===== config.mk =====
export PLATFORM = sky130hd
export DESIGN_NAME = rwc_reset_watchdog
export DESIGN_NICKNAME = d
export VERILOG_FILES = /design/src/common/rwc_pkg.sv /design/src/verilog/rwc_reset_watchdog.sv
export SDC_FILE = /design/constraint.sdc
export NUM_CORES = 1
export LEC_CHECK = 0
export ABC_AREA = 1
export BUFFER_PORTS_ARGS = -buffer_cell sky130_fd_sc_hd__buf_4
export CORE_UTILIZATION = 60
export CTS_CLUSTER_SIZE = 20
export DETAILED_ROUTE_END_ITERATION = 10
export HOLD_SLACK_MARGIN = 0.1
export PLACE_DENSITY = 0.88
export SYNTH_ARGS = -nofsm -noshare
export SYNTH_HDL_FRONTEND = slang
export SYNTH_SLANG_ARGS = --single-unit

===== constraint.sdc =====
create_clock -name i_mclk -period 4.3 [get_ports i_mclk]
set_input_delay 0.215 -clock i_mclk [delete_from_list [all_inputs] [get_ports i_mclk]]
set_output_delay 0.215 -clock i_mclk [all_outputs]
set_load 0.02 [all_outputs]

===== src/common/rwc_pkg.sv =====
// Constants for the reset and watchdog control block
package rwc_pkg;
	// Register bus
	localparam int ADDR_W = 8;
	localparam int DATA_W = 8;
	localparam logic [7:0] CTRL_ADDR = 8'h60;
	localparam logic [7:0] STATUS_ADDR = 8'h54;
	// Control register fields
	localparam int PERIOD_SEL_LSB = 0;
	localparam int PERIOD_SEL_W = 3;
	localparam int ENABLE_BIT = 3;
	localparam int CHANGE_EN_BIT = 4;
	// Status register fields
	localparam int WD_FLAG_BIT = 3;
	localparam int RUNNING_BIT = 0;
	// Reset values
	localparam logic [2:0] PERIOD_SEL_RESET = 3'h0;
	localparam logic ENABLE_RESET = 1'b0;
	// Timing
	localparam int CLK_MHZ = 100;
	localparam int STARTUP_DELAY_US = 65;
	localparam int STARTUP_CYCLES = STARTUP_DELAY_US * CLK_MHZ;
	localparam int STARTUP_CNT_W = 24;
	localparam int CHANGE_WINDOW_CYCLES = 4;
	localparam logic [2:0] CHANGE_WINDOW = 3'(CHANGE_WINDOW_CYCLES);
	// Watchdog period base is 16K oscillator cycles
	localparam int WDT_CNT_W = 22;
	localparam logic [21:0] WDT_BASE_PERIOD = 22'h00_4000;
	// Brown-out fuse code that means detector off
	localparam logic [2:0] BROWNOUT_OFF_CODE = 3'h7;
endpackage


===== src/verilog/rwc_reset_watchdog.sv =====
// Reset merging, startup stretching and watchdog supervision
// Operation
// - Five sources assert internal reset
// - Long external low resets without clock
// - External release waits startup delay
// - Scan reset register holds reset
// - Supply loss resets at once, delayed release
// - Enabled brown-out resets at once, delayed release
// - Watchdog pulse one clock, delay after
// - Watchdog counts dedicated oscillator ticks
// - Kick, disable, chip reset clear counter
// - Eight periods; expiry resets device
// - Fuse selects level, initial enable
// - Level one enables freely
// - Change starts with change-enable and enable
// - Level one second write within four
// - Level two always runs, reads one
// - Level two second write sets period
// - Bandgap on for detector, comparator, converter
// - Change-enable self clears after four
// - Period doubles from 16K to 2048K
// - Watchdog flag set, cleared by power-on/software
//
// Implementation choices: strobed register access and the register offsets.
`timescale 1ns/1ps
`default_nettype none
module rwc_reset_watchdog #(
	parameter int P_STARTUP_CYCLES = rwc_pkg::STARTUP_CYCLES
) (
	// Clock and reset
	input wire logic i_mclk,
	input wire logic i_resetn,
	// Register port
	input wire logic [7:0] i_addr,
	input wire logic [7:0] i_wdata,
	input wire logic i_wr,
	input wire logic i_rd,
	output logic [7:0] o_rdata,
	// Reset sources
	input wire logic i_power_lost,
	input wire logic i_ext_reset_n,
	input wire logic i_brownout_low,
	input wire logic [2:0] i_brownout_level_fuse,
	input wire logic i_scan_reset_reg,
	// Watchdog inputs
	input wire logic i_watchdog_always_on_fuse,
	input wire logic i_wdt_osc_tick,
	input wire logic i_kick,
	// Bandgap users
	input wire logic i_comparator_bandgap_select,
	input wire logic i_converter_enable,
	// Results
	output logic o_internal_reset,
	output logic o_source_active,
	output logic o_watchdog_pulse,
	output logic o_bandgap_on
);
	// Register address match, shared by write and read decode
	function automatic logic rwc_addr_hit(
		input logic [7:0] addr,
		input logic [7:0] target
	);
		return addr == target;
	endfunction

	// Configuration decode
	logic brownout_enabled;
	logic level2;
	logic wd_running;

	// Register access decode
	logic wr_ctrl;
	logic wr_status;
	logic rd_ctrl;
	logic rd_status;
	logic wr_change_enable;
	logic window_open;
	logic wr_seq_open;
	logic wr_seq_commit;
	logic wr_enable_set;
	logic wr_flag_clear;

	// Watchdog period decode
	logic [rwc_pkg::WDT_CNT_W-1:0] wd_limit;
	logic wd_expire;
	logic wd_clear;

	// Startup delay state
	logic [rwc_pkg::STARTUP_CNT_W-1:0] delay_reg, delay_next;
	logic delay_busy;

	// Watchdog counter state
	logic [rwc_pkg::WDT_CNT_W-1:0] wd_cnt_reg, wd_cnt_next;
	logic pulse_reg, pulse_next;

	// Control register state
	logic [2:0] period_sel_reg, period_sel_next;
	logic enable_reg, enable_next;
	logic [2:0] ce_cnt_reg, ce_cnt_next;

	// Status flag state
	logic wd_flag_reg, wd_flag_next;

	// Read data state
	logic [7:0] rdata_reg, rdata_next;

	assign brownout_enabled = i_brownout_level_fuse != rwc_pkg::BROWNOUT_OFF_CODE;
	assign level2 = i_watchdog_always_on_fuse;
	assign wd_running = enable_reg | level2;

	assign wr_ctrl = i_wr && rwc_addr_hit(i_addr, rwc_pkg::CTRL_ADDR);
	assign wr_status = i_wr && rwc_addr_hit(i_addr, rwc_pkg::STATUS_ADDR);
	assign rd_ctrl = i_rd && rwc_addr_hit(i_addr, rwc_pkg::CTRL_ADDR);
	assign rd_status = i_rd && rwc_addr_hit(i_addr, rwc_pkg::STATUS_ADDR);
	assign wr_change_enable = i_wdata[rwc_pkg::CHANGE_EN_BIT];
	assign window_open = ce_cnt_reg != '0;

	// Opening write needs change-enable and enable together
	assign wr_seq_open = wr_ctrl && wr_change_enable
		&& i_wdata[rwc_pkg::ENABLE_BIT];
	// Committing write has change-enable clear, window still open
	assign wr_seq_commit = wr_ctrl && !wr_change_enable && window_open;
	// Late or plain write can only switch the watchdog on
	assign wr_enable_set = wr_ctrl && !wr_seq_open && !wr_seq_commit
		&& i_wdata[rwc_pkg::ENABLE_BIT];
	assign wr_flag_clear = wr_status && !i_wdata[rwc_pkg::WD_FLAG_BIT];

	// Any source forces reset without needing a clock edge
	always_comb begin
		o_source_active = 1'b0;
		if (i_power_lost) begin
			o_source_active = 1'b1;
		end
		if (!i_ext_reset_n) begin
			o_source_active = 1'b1;
		end
		if (brownout_enabled && i_brownout_low) begin
			o_source_active = 1'b1;
		end
		if (i_scan_reset_reg) begin
			o_source_active = 1'b1;
		end
		if (pulse_reg) begin
			o_source_active = 1'b1;
		end
	end

	// Stretch keeps reset high after every source has dropped
	assign delay_busy = delay_reg != '0;
	assign o_internal_reset = o_source_active | delay_busy;
	assign o_watchdog_pulse = pulse_reg;
	assign o_bandgap_on = brownout_enabled | i_comparator_bandgap_select
		| i_converter_enable;
	assign o_rdata = rdata_reg;

	// Startup delay counter, reloaded while any source is active
	always_comb begin
		delay_next = delay_reg;
		if (o_source_active) begin
			delay_next = P_STARTUP_CYCLES[rwc_pkg::STARTUP_CNT_W-1:0];
		end else if (delay_busy) begin
			delay_next = delay_reg - 1'b1;
		end
	end

	always_ff @(posedge i_mclk or negedge i_resetn) begin
		if (!i_resetn) begin
			delay_reg <= '0;
		end else begin
			delay_reg <= delay_next;
		end
	end

	// Period limit doubles per code step
	always_comb begin
		wd_limit = (rwc_pkg::WDT_BASE_PERIOD << period_sel_reg) - 1'b1;
	end

	assign wd_clear = o_internal_reset || !wd_running || i_kick;
	assign wd_expire = i_wdt_osc_tick && (wd_cnt_reg >= wd_limit);

	// Watchdog counter and expiry pulse
	always_comb begin
		wd_cnt_next = wd_cnt_reg;
		pulse_next = 1'b0;
		if (wd_clear) begin
			wd_cnt_next = '0;
		end else if (wd_expire) begin
			wd_cnt_next = '0;
			pulse_next = 1'b1;
		end else if (i_wdt_osc_tick) begin
			wd_cnt_next = wd_cnt_reg + 1'b1;
		end
	end

	always_ff @(posedge i_mclk or negedge i_resetn) begin
		if (!i_resetn) begin
			wd_cnt_reg <= '0;
			pulse_reg <= 1'b0;
		end else begin
			wd_cnt_reg <= wd_cnt_next;
			pulse_reg <= pulse_next;
		end
	end

	// Control register with timed change sequence
	always_comb begin
		period_sel_next = period_sel_reg;
		enable_next = enable_reg;
		ce_cnt_next = ce_cnt_reg;
		if (window_open) begin
			ce_cnt_next = ce_cnt_reg - 1'b1;
		end
		if (o_internal_reset) begin
			period_sel_next = rwc_pkg::PERIOD_SEL_RESET;
			enable_next = rwc_pkg::ENABLE_RESET;
			ce_cnt_next = '0;
		end else if (wr_seq_open) begin
			ce_cnt_next = rwc_pkg::CHANGE_WINDOW;
			enable_next = 1'b1;
		end else if (wr_seq_commit) begin
			ce_cnt_next = '0;
			period_sel_next = i_wdata[rwc_pkg::PERIOD_SEL_LSB +: rwc_pkg::PERIOD_SEL_W];
			if (!level2) begin
				enable_next = i_wdata[rwc_pkg::ENABLE_BIT];
			end
		end else if (wr_enable_set) begin
			enable_next = 1'b1;
		end
	end

	always_ff @(posedge i_mclk or negedge i_resetn) begin
		if (!i_resetn) begin
			period_sel_reg <= rwc_pkg::PERIOD_SEL_RESET;
			enable_reg <= rwc_pkg::ENABLE_RESET;
			ce_cnt_reg <= '0;
		end else begin
			period_sel_reg <= period_sel_next;
			enable_reg <= enable_next;
			ce_cnt_reg <= ce_cnt_next;
		end
	end

	// Watchdog reset flag; hardware set beats software clear
	always_comb begin
		wd_flag_next = wd_flag_reg;
		if (i_power_lost) begin
			wd_flag_next = 1'b0;
		end else if (pulse_reg) begin
			wd_flag_next = 1'b1;
		end else if (wr_flag_clear) begin
			wd_flag_next = 1'b0;
		end
	end

	always_ff @(posedge i_mclk or negedge i_resetn) begin
		if (!i_resetn) begin
			wd_flag_reg <= 1'b0;
		end else begin
			wd_flag_reg <= wd_flag_next;
		end
	end

	// Read data, one cycle after the strobe, zero otherwise
	always_comb begin
		rdata_next = 8'h00;
		if (rd_ctrl) begin
			rdata_next[rwc_pkg::PERIOD_SEL_LSB +: rwc_pkg::PERIOD_SEL_W] = period_sel_reg;
			rdata_next[rwc_pkg::ENABLE_BIT] = wd_running;
			rdata_next[rwc_pkg::CHANGE_EN_BIT] = window_open;
		end else if (rd_status) begin
			rdata_next[rwc_pkg::WD_FLAG_BIT] = wd_flag_reg;
			rdata_next[rwc_pkg::RUNNING_BIT] = wd_running;
		end
	end

	always_ff @(posedge i_mclk or negedge i_resetn) begin
		if (!i_resetn) begin
			rdata_reg <= 8'h00;
		end else begin
			rdata_reg <= rdata_next;
		end
	end
endmodule // rwc_reset_watchdog
`default_nettype wire

# [Word level (Yosys, flattened, before mapping)]
# Index checks and enable logic that the tools add are counted.
[word_totals] regBits=60 in_bits=32 output_inout_bits=12 word_cells=87
[op_classes] add_sub_neg=4 magnitude_cmp=1 eq_ne=5 shifts=1 mux=33 n_bitwise=4 n_reduce_logical=31
[ops] operator="22-bit two-way mux" n=3
[ops] operator="24-bit two-way mux" n=2
[ops] operator="24-bit nonzero test" n=1
[ops] operator="24-bit by 1-bit subtractor with 24-bit output, second input constant" n=1
[ops] operator="22-bit by 1-bit adder with 22-bit output, second input constant" n=1
[ops] operator="22-bit greater-or-equal comparator" n=1
[ops] operator="15-bit by 3-bit left shift with 22-bit output, first input constant" n=1
[ops] operator="22-bit by 1-bit subtractor with 22-bit output, second input constant" n=1
[ops] operator="3-bit two-way mux" n=7
[ops] operator="1-bit two-way mux" n=20
[ops] operator="8-bit by 7-bit == test with 1-bit output, second input constant" n=2
[ops] operator="1-bit logical AND" n=14
[ops] operator="3-bit nonzero test" n=3
[ops] operator="4-bit nonzero test" n=2
[ops] operator="1-bit zero test" n=5
[ops] operator="4-bit inequality test, second input constant" n=1
[ops] operator="1-bit bitwise OR" n=4
[ops] operator="2-bit AND reduction" n=2
[ops] operator="2-bit nonzero test" n=2
[ops] operator="3-bit inequality test, second input constant" n=1
[ops] operator="3-bit by 1-bit subtractor with 3-bit output, second input constant" n=1
[ops] operator="1-bit logical OR" n=2
[ops] operator="2-bit two-way mux" n=1
[ops] operator="2-bit inequality test, second input constant" n=1

# [Logic depth before layout (Yosys ltp)]
[depth] depth_word=12 ltp_mapped=13 mapped_depth_nobuf=13

# [Worst setup path after synthesis]
# Ideal clock, no wire load.
[synth_timing] path_kind="reg-to-reg" startpoint="register delay_reg[0] (netlist name)" endpoint="register wd_cnt_reg[16] (netlist name)" setup_time_ns=0.119 arrival_time_ns=1.652 required_time_ns=4.181 path_slack_ns=2.529 stages_incl_launch_ff=11 path_buffers=1 period_less_slack_ns=1.771 path_cell_list="dfrtp_1 inv_1 ha_1 nand3_2 nor2_4 nand3_4 nor2_8 nand3_4 buf_2 a21oi_1 nor2_1"
[synth_between] elab_chain_cells=5 elab_cells_between_ends=6 cone_classes="mux (1); bitwise (1); reduce/logical (4)"
[synth_lines] element="from (decl)" line_no="rwc_reset_watchdog.sv:89" source="logic [rwc_pkg::STARTUP_CNT_W-1:0] delay_reg, delay_next;"
[synth_lines] element="from (signal assigned)" line_no="rwc_reset_watchdog.sv:170" source="delay_reg <= delay_next;"
[synth_lines] element="24-bit nonzero test *" line_no="rwc_reset_watchdog.sv:149" source="assign delay_busy = delay_reg != '0;"
[synth_lines] element="1-bit bitwise OR *" line_no="rwc_reset_watchdog.sv:150" source="assign o_internal_reset = o_source_active | delay_busy;"
[synth_lines] element="1-bit logical OR * (2 in a row)" line_no="rwc_reset_watchdog.sv:179" source="assign wd_clear = o_internal_reset || !wd_running || i_kick;"
[synth_lines] element="3-bit nonzero test (no source line) or 22-bit two-way mux (tied branches)"
[synth_lines] element="to (signal assigned)" line_no="rwc_reset_watchdog.sv:201" source="wd_cnt_reg <= wd_cnt_next;"
[synth_lines] element="to (decl)" line_no="rwc_reset_watchdog.sv:93" source="logic [rwc_pkg::WDT_CNT_W-1:0] wd_cnt_reg, wd_cnt_next;"
# Every way passes the cells marked *; elsewhere a longest branch is shown, timed or not.
# A chain may end at the register's enable or synchronous reset.

# [Final worst setup path]
[layout_timing] startpoint="input port i_power_lost" endpoint="output port o_internal_reset"
[layout_between] elab_chain_cells=6
[layout_lines] element="from (decl)" line_no="rwc_reset_watchdog.sv:40" source="input wire logic i_power_lost,"
[layout_lines] element="1-bit two-way mux" line_no="rwc_reset_watchdog.sv:131" source="if (i_power_lost) begin"
[layout_lines] element="1-bit two-way mux" line_no="rwc_reset_watchdog.sv:134" source="if (!i_ext_reset_n) begin"
[layout_lines] element="1-bit two-way mux" line_no="rwc_reset_watchdog.sv:137" source="if (brownout_enabled && i_brownout_low) begin"
[layout_lines] element="1-bit two-way mux" line_no="rwc_reset_watchdog.sv:140" source="if (i_scan_reset_reg) begin"
[layout_lines] element="1-bit two-way mux" line_no="rwc_reset_watchdog.sv:143" source="if (pulse_reg) begin"
[layout_lines] element="1-bit bitwise OR" line_no="rwc_reset_watchdog.sv:150"
[layout_lines] element="to (decl)" line_no="rwc_reset_watchdog.sv:53" source="output logic o_internal_reset,"
# No other way between the ends.

==> results.cfg <==
[yosys]
yosys_warnings = 0
synthCells = 530
synth-simple-area-share = 0.377
syn_area_per_cell_sq_um = 7.09
netlist_area_sq_mm = 0.00376
synthFlopType = dfrtp_1
ys_seq_area_frac = 0.399
ys_ff_latch = 60
synth_compound_area_frac = 0.0646
synthAdderAreaFrac = 0.0399
ys_types = 37
synthMuxAreaShare = 0
synth_edf_count = 0
synthXorXnorAreaFrac = 0.0326
synth_top_family_by_area = simple AND/OR/NAND/NOR gates
ys_async_sr_fraction = 1.00

[place]
portBuffers = 37
gp_congestion = 0.915
dp_hpwl_mm = 6.14
dp_cells = 633

[sta]
tns_ns = 0
worst_pin_slew_ns = 0.861
worst_clock_skew_ns = 0.00682
slew_headroom = 0.424
hold_violations = 0
period_share = 0.623
final_max_slew_viol_count = 0
min_period_ns = 2.68
rsz0062_at_grt = no
fmax_mhz = 374
setup_violations = 0

[worst_setup_path]
cp_cell_sequence = dlygate4sd3_1 > buf_4 > inv_1 > nand2_1 > nor3_1 > nand2_1 > nor2_8 > inv_1 > buf_4
crit_required_ns = 4.09
timing.rr.start = o_watchdog_pulse
cp-start-kind = input port
path_max_fanout = 20
critical-path-top-delay-family = simple AND/OR/NAND/NOR gates
crit_path_top_delay_cell = dlygate4sd3_1
end_kind = output port
reg2reg_depth = 7
crit_type = input port to output port
crit_path_max_incr_delay_ns = 0.55
ff2ff_setup_slack_ns = 1.82
arrival_ns = 2.46
r2r_end = wd_cnt_reg[21]
critPathBufInv = 5

[floorplan]
die_x_microns = 81.1
die_h_microns = 81.1
die-area_sq_mm = 0.00658
core.rowCount = 28
coreArea_sq_mm = 0.00599
num_io_pins = 44
initial_utilization = 0.627

[power]
p_sw_frac = 0.212
p_leak_nw = 2.06
power_density_mw_per_mm2 = 273
peakVddDrop_v = 0.000256
pwr-share-seq = 0.483
internal_power_w = 0.000924
clkPwrFrac = 0.471
combPwrFrac = 0.047
p_switching_w = 0.000249
power_w = 0.00117

[global_route]
antenna_found_initial = 0
grt_pass1_wl_mm = 13.8
grt.total_usage = 0.280
first_global_vias = 3232
grt_max_degree = 61
overflow = 0

[clock_network]
clockRootBuffer = clkbuf_8
numCtsBuffers = 9
post_cts_buffers = 0
cts_tree = yes
cts_sinks = 60
ctsResizeCount = 0
cts.htree.levels = 3
clk-insertion-delay-late_ns = 0.35
cts_buffer_depth = 2
clkTransAtPathRegs_ns = 0.06

[drt]
drc_errors = 0
drtPass1Iterations = 6
wl_per_cell_microns = 13.2
vias_per_cell = 5.39
drt_iter0_drc = 209
antenna_left = 0
vias = 3499
wl_mm = 8.59

[run_status]
status = finished, final reports clean

[run]
maxCapViolations = 0

[final_layout]
largest_reg_flops = 24
instances_no_fill = 649
areaGrowthSynthToFinish_pct = 14.3
drive_gt1_frac = 0.110
nets = 615
antenna_cells = 0

[worst_hold_path]
hold_end = period_sel_reg[0]
hold_path_depth = 3
min_from = i_wdata[0]
hp-class = input port to register
## power by group through the flow
stage	Sequential [W]	Clock (W)	Combinational, W
floorplan	0.000577	0	0.0000193
global placement	0.000577	0	0.0000518
detailed placement	0.000577	0	0.0000530
CTS	0.000566	0.000560	0.0000553
global route	0.000566	0.000586	0.0000605
finish	0.000566	0.000552	0.0000548
## cells by family after synthesis
| family | count (synthesis) |
|---|---|
| simple gates | 320 |
| buf+inv | 78 |
| flops | 60 |
| compound gates | 44 |
| xor+xnor | 14 |
| fa+ha+maj | 12 |
| other cells | 2 |
## cell type report
class                      instances  area [sq um]
sequential                        60          1500
timing repair buffer              39           298
tap                               75          93.8
fill                             470          1690
inverter                          67           251
multi-input combinational        394          1950
clock buffer                      12           145
clock inverter                     2          60.1
## tightest hold or removal path, cell delays in order
cell,delay [ns]
buf_4,0.08
nand3_1,0.06
o21ai_0,0.06
## what timing repair did
item                       CTS  global route
setup endpoints to repair    0             0
hold endpoints to repair    61             0
hold buffers                 2             0
## layer usage
layer	global-route usage	wire length [microns]	share of wire
met5	0	0	0
met4	0.143	251	0.029
met3	0.0483	278	0.032
met2	0.487	4390	0.51
met1	0.331	3670	0.43
## synthesized netlist by cell type, types with 4 or more instances
| cell type | n | area (sq um) |
|---|---|---|
| xor2_1 | 11 | 96.3 |
| buf_2 | 5 | 25.0 |
| a21oi_1 | 20 | 100 |
| nand4_1 | 14 | 87.6 |
| o21ai_0 | 13 | 65.1 |
| nand2_1 | 133 | 499 |
| ha_1 | 12 | 150 |
| nor3_1 | 16 | 80.1 |
| o21ai_1 | 5 | 25.0 |
| nand3_1 | 40 | 200 |
| inv_1 | 67 | 251 |
| nor2_1 | 96 | 360 |
| nor2_2 | 4 | 25.0 |
| dfrtp_1 | 60 | 1500 |
## layout by cell type (no fill, tap or decap), drive strengths merged, types with 4 or more instances in the layout
cell	n
nand3	43
conb	4
buf	37
inv	67
nand2	134
o21ai	18
nand4	14
nor2	103
ha	12
nor3	17
xor2	11
dfrtp	60
a21oi	21
clkbuf	12
## worst max path at each step
stage                                start                to  slack [ns]  cells after the start
after floorplan               delay_reg[0]    wd_cnt_reg[16]        2.53                     10
after global placement    o_watchdog_pulse     delay_reg[12]        1.92                      6
after detailed placement  o_watchdog_pulse    wd_cnt_reg[21]        1.90                      7
after CTS                     i_power_lost  o_internal_reset        1.64                      9
after global routing          i_power_lost     delay_reg[12]        1.39                     10
final                         i_power_lost  o_internal_reset        1.62                      9
## metrics by stage
stage | util | hold WS, ns | cell area (sq um) | setup slack (ns)
4_1_cts | 0.717 | 0.101 | 4300 | 1.64
6_report | 0.717 | 0.117 | 4300 | 1.62
2_1_floorplan | - | -0.0806 | 3770 | 2.53
3_3_place_gp | 0.680 | 0.327 | 4070 | 1.92
5_1_grt | 0.717 | 0.144 | 4300 | 1.39
3_5_place_dp | 0.680 | 0.332 | 4070 | 1.90
Note: power is estimated with default switching activity, not from simulation.
